**src/shared/tcoc_consts.vh**
```
// Constants for the timer compare-output control block.
// Included by every design file; definitions only.
`ifndef TCOC_CONSTS_VH
`define TCOC_CONSTS_VH
`define TCOC_ADDR_CTRL      2'h0
`define TCOC_ADDR_WGM_UPPER 2'h1
`define TCOC_ADDR_STATUS    2'h2
`define TCOC_CTRL_RESET     8'h00
`define TCOC_UPPER_RESET    2'h0
`define TCOC_A_HI           7
`define TCOC_A_LO           6
`define TCOC_B_HI           5
`define TCOC_B_LO           4
`define TCOC_C_HI           3
`define TCOC_C_LO           2
`define TCOC_WGM_HI         1
`define TCOC_WGM_LO         0
`define TCOC_COM_OFF        2'h0
`define TCOC_COM_TOGGLE     2'h1
`define TCOC_COM_CLEAR      2'h2
`define TCOC_COM_SET        2'h3
`define TCOC_WGM_FAST_A     4'hF
`define TCOC_WGM_PFC_A      4'h9
`define TCOC_WGM_PC_A       4'hB
`define TCOC_KIND_NONPWM    2'h0
`define TCOC_KIND_FAST      2'h1
`define TCOC_KIND_DUAL      2'h2
`endif

```
**src/hw/tcoc_top.v**
```verilog
// Compare-output waveform control for a 16-bit timer, three channels.
// Assumes the timer core supplies tick, count, direction, TOP and BOTTOM.
//
// Local design decisions: the Avalon-MM register port and the placing of the registers.
`timescale 1ns/10ps
`include "tcoc_consts.vh"
module tcoc_top (
   input  wire        sys_clk,
   input  wire        sys_rst,
   input  wire [1:0]  avs_address,
   input  wire        avs_read,
   input  wire        avs_write,
   input  wire [31:0] avs_writedata,
   input  wire [3:0]  avs_byteenable,
   output reg  [31:0] avs_readdata,
   output wire        avs_waitrequest,
   input  wire        timer_tick,
   input  wire [15:0] counter_value,
   input  wire [15:0] top_value,
   input  wire        at_bottom,
   input  wire        count_down,
   input  wire [15:0] compare_value_a,
   input  wire [15:0] compare_value_b,
   input  wire [15:0] compare_value_c,
   input  wire [2:0]  pin_dir_out,
   output wire        compare_out_a,
   output wire        compare_out_b,
   output wire        compare_out_c,
   output wire [2:0]  pin_override,
   output wire [2:0]  pin_drive_en
);
   reg  [7:0]  ctrl_ff;
   reg  [1:0]  wgm_upper_ff;
   reg         ack_ff;
   wire [3:0]  waveform_mode_select;
   wire [1:0]  mode_kind;
   wire        acc;
   wire        wr_ok;
   wire        tog_a;
   wire [2:0]  cout;

   // One wait cycle per access keeps readdata registered
   assign acc             = avs_read | avs_write;
   assign avs_waitrequest = acc & ~ack_ff;
   // Writes commit only at the completing edge, never while still waiting
   assign wr_ok           = avs_write & ack_ff & avs_byteenable[0];

   assign waveform_mode_select = {wgm_upper_ff, ctrl_ff[`TCOC_WGM_HI:`TCOC_WGM_LO]};

   always @(posedge sys_clk or posedge sys_rst) begin
      if (sys_rst) begin
         ctrl_ff      <= `TCOC_CTRL_RESET;
         wgm_upper_ff <= `TCOC_UPPER_RESET;
         ack_ff       <= 1'b0;
         avs_readdata <= 32'h00000000;
      end else begin
         ack_ff <= acc & ~ack_ff;
         if (wr_ok && avs_address == `TCOC_ADDR_CTRL)
            ctrl_ff <= avs_writedata[7:0];
         if (wr_ok && avs_address == `TCOC_ADDR_WGM_UPPER)
            wgm_upper_ff <= avs_writedata[1:0];
         if (avs_read && !ack_ff) begin
            case (avs_address)
               `TCOC_ADDR_CTRL:      avs_readdata <= {24'h000000, ctrl_ff};
               `TCOC_ADDR_WGM_UPPER: avs_readdata <= {30'h0, wgm_upper_ff};
               `TCOC_ADDR_STATUS:    avs_readdata <= {26'h0, pin_override, cout};
               default:              avs_readdata <= 32'h00000000;
            endcase
         end
      end
   end

   tcoc_mode_decode u_dec (
      .waveform_mode_select (waveform_mode_select),
      .mode_kind            (mode_kind)
   );

   // Only channel A may toggle in PWM modes, and only where TOP is its compare
   assign tog_a = (waveform_mode_select == `TCOC_WGM_FAST_A) ||
                  (waveform_mode_select == `TCOC_WGM_PFC_A) ||
                  (waveform_mode_select == `TCOC_WGM_PC_A);

   tcoc_channel u_ch_a (
      .sys_clk        (sys_clk),
      .sys_rst        (sys_rst),
      .timer_tick     (timer_tick),
      .counter_value  (counter_value),
      .compare_value  (compare_value_a),
      .top_value      (top_value),
      .at_bottom      (at_bottom),
      .count_down     (count_down),
      .output_mode    (ctrl_ff[`TCOC_A_HI:`TCOC_A_LO]),
      .mode_kind      (mode_kind),
      .toggle_allowed (tog_a),
      .pin_dir_out    (pin_dir_out[0]),
      .compare_out    (cout[0]),
      .pin_override   (pin_override[0]),
      .pin_drive_en   (pin_drive_en[0])
   );

   tcoc_channel u_ch_b (
      .sys_clk        (sys_clk),
      .sys_rst        (sys_rst),
      .timer_tick     (timer_tick),
      .counter_value  (counter_value),
      .compare_value  (compare_value_b),
      .top_value      (top_value),
      .at_bottom      (at_bottom),
      .count_down     (count_down),
      .output_mode    (ctrl_ff[`TCOC_B_HI:`TCOC_B_LO]),
      .mode_kind      (mode_kind),
      .toggle_allowed (1'b0),
      .pin_dir_out    (pin_dir_out[1]),
      .compare_out    (cout[1]),
      .pin_override   (pin_override[1]),
      .pin_drive_en   (pin_drive_en[1])
   );

   tcoc_channel u_ch_c (
      .sys_clk        (sys_clk),
      .sys_rst        (sys_rst),
      .timer_tick     (timer_tick),
      .counter_value  (counter_value),
      .compare_value  (compare_value_c),
      .top_value      (top_value),
      .at_bottom      (at_bottom),
      .count_down     (count_down),
      .output_mode    (ctrl_ff[`TCOC_C_HI:`TCOC_C_LO]),
      .mode_kind      (mode_kind),
      .toggle_allowed (1'b0),
      .pin_dir_out    (pin_dir_out[2]),
      .compare_out    (cout[2]),
      .pin_override   (pin_override[2]),
      .pin_drive_en   (pin_drive_en[2])
   );

   assign compare_out_a = cout[0];
   assign compare_out_b = cout[1];
   assign compare_out_c = cout[2];
endmodule // tcoc_top

```
**src/hw/tcoc_mode_decode.v**
```verilog
// Classifies the four-bit waveform mode into non-PWM, fast PWM or dual-slope.
// Assumes a plain combinational use by the channel logic.
`timescale 1ns/10ps
`include "tcoc_consts.vh"
module tcoc_mode_decode (
   input  wire [3:0] waveform_mode_select,
   output reg  [1:0] mode_kind
);
   always @* begin
      case (waveform_mode_select)
         4'h0, 4'h4, 4'hC, 4'hD: mode_kind = `TCOC_KIND_NONPWM;
         4'h5, 4'h6, 4'h7, 4'hE, 4'hF: mode_kind = `TCOC_KIND_FAST;
         default: mode_kind = `TCOC_KIND_DUAL;
      endcase
   end
endmodule // tcoc_mode_decode

```
**src/hw/tcoc_channel.v**
```verilog
// One compare-output channel: match detect, output flip-flop, pin override.
// Assumes counter, TOP, BOTTOM and direction come from the timer core.
`timescale 1ns/10ps
`include "tcoc_consts.vh"
module tcoc_channel (
   input  wire        sys_clk,
   input  wire        sys_rst,
   input  wire        timer_tick,
   input  wire [15:0] counter_value,
   input  wire [15:0] compare_value,
   input  wire [15:0] top_value,
   input  wire        at_bottom,
   input  wire        count_down,
   input  wire [1:0]  output_mode,
   input  wire [1:0]  mode_kind,
   input  wire        toggle_allowed,
   input  wire        pin_dir_out,
   output wire        compare_out,
   output wire        pin_override,
   output wire        pin_drive_en
);
   reg  out_ff;
   reg  nxt_out;
   wire match;
   wire active;
   assign match = (counter_value == compare_value);
   // Toggle codes in PWM modes only count where the mode permits it
   assign active = (output_mode[1] | output_mode[0]) &
                   ((mode_kind == `TCOC_KIND_NONPWM) | output_mode[1] | toggle_allowed);
   assign pin_override = active;
   assign pin_drive_en = active & pin_dir_out;
   assign compare_out  = out_ff;
   always @* begin
      nxt_out = out_ff;
      case (mode_kind)
         `TCOC_KIND_FAST: begin
            if (output_mode[1]) begin
               // Match at TOP is ignored so BOTTOM action alone decides
               if (at_bottom)
                  nxt_out = ~output_mode[0];
               else if (match && (compare_value != top_value))
                  nxt_out = output_mode[0];
            end else if (output_mode[0] && toggle_allowed && match) begin
               nxt_out = ~out_ff;
            end
         end
         `TCOC_KIND_DUAL: begin
            if (output_mode[1]) begin
               // Compare at BOTTOM or TOP pins the level steadily
               if (compare_value == 16'h0000)
                  nxt_out = output_mode[0];
               else if (compare_value == top_value)
                  nxt_out = ~output_mode[0];
               else if (match)
                  nxt_out = count_down ? ~output_mode[0] : output_mode[0];
            end else if (output_mode[0] && toggle_allowed && match) begin
               nxt_out = ~out_ff;
            end
         end
         default: begin
            if (match) begin
               case (output_mode)
                  `TCOC_COM_TOGGLE: nxt_out = ~out_ff;
                  `TCOC_COM_CLEAR:  nxt_out = 1'b0;
                  `TCOC_COM_SET:    nxt_out = 1'b1;
                  default:          nxt_out = out_ff;
               endcase
            end
         end
      endcase
   end
   always @(posedge sys_clk or posedge sys_rst) begin
      if (sys_rst)
         out_ff <= 1'b0;
      else if (timer_tick)
         out_ff <= nxt_out;
   end
endmodule // tcoc_channel

```
**config.mk**
```make
export PLATFORM = sky130hd
export DESIGN_NAME = tcoc_top
export DESIGN_NICKNAME = d
export VERILOG_FILES = /design/src/hw/tcoc_top.v /design/src/hw/tcoc_mode_decode.v /design/src/hw/tcoc_channel.v
export VERILOG_INCLUDE_DIRS = /design/src /design/src/shared
export SDC_FILE = /design/constraint.sdc
export NUM_CORES = 1
export LEC_CHECK = 0
export ABC_AREA = 1
export BUFFER_PORTS_ARGS = -buffer_cell sky130_fd_sc_hd__buf_2
export CORE_ASPECT_RATIO = 0.9
export CORE_MARGIN = 2
export CORE_UTILIZATION = 35
export CTS_CLUSTER_SIZE = 14
export DETAILED_ROUTE_END_ITERATION = 6
export PLACE_DENSITY = 0.65
export SLEW_MARGIN = 20
export SYNTH_ARGS = -nofsm -noshare
export SYNTH_HDL_FRONTEND = slang
export SYNTH_SLANG_ARGS = --single-unit
```
**constraint.sdc**
```tcl
create_clock -name sys_clk -period 5.8 [get_ports sys_clk]
set_input_delay 0.58 -clock sys_clk [delete_from_list [all_inputs] [get_ports sys_clk]]
set_output_delay 0.58 -clock sys_clk [all_outputs]
set_load 0.01 [all_outputs]
```
==> out/qor.yml <==
status: "completed"
endpoint_kind: "output pin"
comb_power_share_pct: 55.7
clock_power_share_pct: 14.2
switching_share_pct: 45.2
final_common_cell: "nand2_1"
max_freq_mhz: 413
synth_edf_count: 0
die-area_mm2: 0.00973
port_buffers: 118
boundaryPins: 170
final_cell_mix: "nand2_1 (140), buf_2 (118), inv_1 (71), nor2_1 (53), xnor2_1 (49)"
place_area_mm2: 0.00373
die_h_um: 93.8
cell_internal_pwr_w: 0.000428
dr.pass1.iters: 4
synth_flop_cell: "dfrtp_1"
cts-resized-gates: 0
drv_cap: 0
period_share_pct: 41.7
routabilityCongestion: 0.897
ys_seq_area_share_pct: 17.6
vias: 3466
finalHoldViolCount: 0
synth_top_area_cell: "dfrtp_1"
slew_headroom_pct: 44.1
wl_um: 9220
die_w_um: 104
ff2ff_setup_slack_ns: 3.61
p_per_area_mw_per_mm2: 206
holdWs_ns: 0.459
rsz0062_at_grt: "no"
core_mm2: 0.00865
place_hpwl_um: 7970
syn_inst: 514
setup_slack_ns: 3.38
drive_gt1_share_pct: 21.0
grt_overflow: 0
synthTopCellsByArea: "dfrtp_1 (18%), nand2_1 (17%), xnor2_1 (14%), inv_1 (8.5%), buf_4 (7.2%)"
hp-class: "register to register"
cts_root_buf: "clkbuf_8"
async_flop_share_pct: 100
vias_per_cell: 4.64
stdcell_area_mm2: 0.00378
start_util_pct: 36.2
num-fill-cells: 948
endpoint: "pin_drive_en[0]"
seqPwrFrac_pct: 30.0
maxSlewViolCount: 0
nNetsFinal: 766
ant_nets: 0
clkTransAtPathRegs_ns: 0.08
synth_cell_types: 31
rows: 32
path_max_fanout: 5
diodes: 0
fin_tns_setup_ns: 0
wire_per_inst_um: 12.3
critPathRequiredTime_ns: 5.22
dp_slack_ns: 3.61
min_period_ns: 2.42
reg2reg_to: "u_ch_c.compare_out"
start_kind: "register"
grt.total_usage_pct: 18.6
synth_area_mm2: 0.00313
ys_warn_count: 0
syn2layout_area_growth_pct: 20.8
path_class: "register to output pin"
grt_max_degree: 23
grt_pass1_vias: 3200
synth_top_area_share_pct: 17.6
r2r_cells: 11
htreeDepth: 1
cts.sinks: 22
drc: 0
worst_slew_pin_slew_ns: 0.838
reg2reg_from: "ctrl_ff[1]"
ir_drop_v: 0.0000798
clkLatencyLatePin_ns: 0.26
numCtsBuffers: 3
clockBufferDepth: 2
cts_tree: "done"
antenna_found_initial: 0
finClkSkew_ns: 0.00145
holdBufCountCts: 0
worst_ep_arrival_time_ns: 1.84
avgSynthCellArea_um2: 6.10
cp-startpoint: "ctrl_ff[1]"
final-setup-viol-count: 0
p_leak_nw: 2.08
p_switching_w: 0.000353
drt_iter0_drc: 142
yosys_register_bits: 22
grt_pass1_wl_um: 14900
postCtsSetupRepairBufs: 0
## power groups by stage
stage	logic (W)	clock network, W	registers [W]
final	0.000435	0.000111	0.000235
after global routing	0.000496	0.000118	0.000241
after CTS	0.000435	0.000113	0.000236
after detailed placement	0.000433	0	0.000239
after global placement	0.000422	0	0.000238
after floorplan	0.000294	0	0.000238
## Yosys cell counts (all sizes together), types with 4 or more instances
| cell | count |
|---|---|
| buf | 30 |
| inv | 76 |
| dfrtp | 22 |
| nor2 | 54 |
| nor4 | 8 |
| nand4 | 17 |
| o21ai | 16 |
| nand3 | 25 |
| nand2 | 140 |
| ha | 9 |
| a21oi | 25 |
| xnor2 | 49 |
| or2 | 4 |
| nor3 | 5 |
| xor2 | 17 |
## per-layer routing
metal	track usage [%]	part of all wire, %
met1	25.1	46
met2	32.9	48
met3	2.91	6.1
met4	1.46	0.14
met5	0	0
## worst min path at each step
stage                       from     end  slack [ns]  cells after the start
after floorplan           ack_ff  ack_ff        0.47                      1
after global placement    ack_ff  ack_ff        0.44                      1
after detailed placement  ack_ff  ack_ff        0.45                      1
after CTS                 ack_ff  ack_ff        0.46                      1
after global routing      ack_ff  ack_ff        0.50                      1
final                     ack_ff  ack_ff        0.46                      1
## logic make-up (layout without fill, tap and decap cells)
group                      Yosys count  after routing  share of synthesized area (%)
AOI/OAI and AO/OA                   49             49                           8.63
xor gates and xnor gates            66             66                           18.5
adders and majority gates            9              9                           3.59
buffers and inverters              108            199                           16.5
DFF                                 22             22                           17.6
other                                1             24                          0.120
and+or+nand+nor                    259            259                           35.1
## critical path, stage by stage, from the launching register on
cell and delay, ns:
dfrtp_1 0.42, nor2_1 0.15, nor2_1 0.05, o21ai_0 0.14
ha_1 0.22, inv_1 0.08, a31oi_1 0.22, inv_1 0.08
nor2_1 0.08, buf_2 0.13
## sequential cells by signal (all words and copies together) (netlist names)
name                flops
ack_ff                  1
u_ch_a.compare_out      1
u_ch_c.compare_out      1
u_ch_b.compare_out      1
ctrl_ff                 8
wgm_upper_ff            2
avs_readdata            8
## area by class of cell
cell class / instances / area [um^2] / area share, %
well taps: 119 / 149 / 3.93
repair buffers: 118 / 591 / 15.6
flip-flops and latches: 22 / 551 / 14.5
clock buffers: 4 / 55.1 / 1.45
inverters: 77 / 289 / 7.64
multi-input cells: 407 / 2150 / 56.8
## per-stage QoR
step	utilization [%]	power, W	instances
6_report	43.8	0.000781	747
3_3_place_gp	43.1	0.000660	743
2_1_floorplan	-	0.000532	537
4_1_cts	43.8	0.000784	747
5_1_grt	43.8	0.000855	747
3_5_place_dp	43.1	0.000671	743
Power figures use the tool's default switching activity.
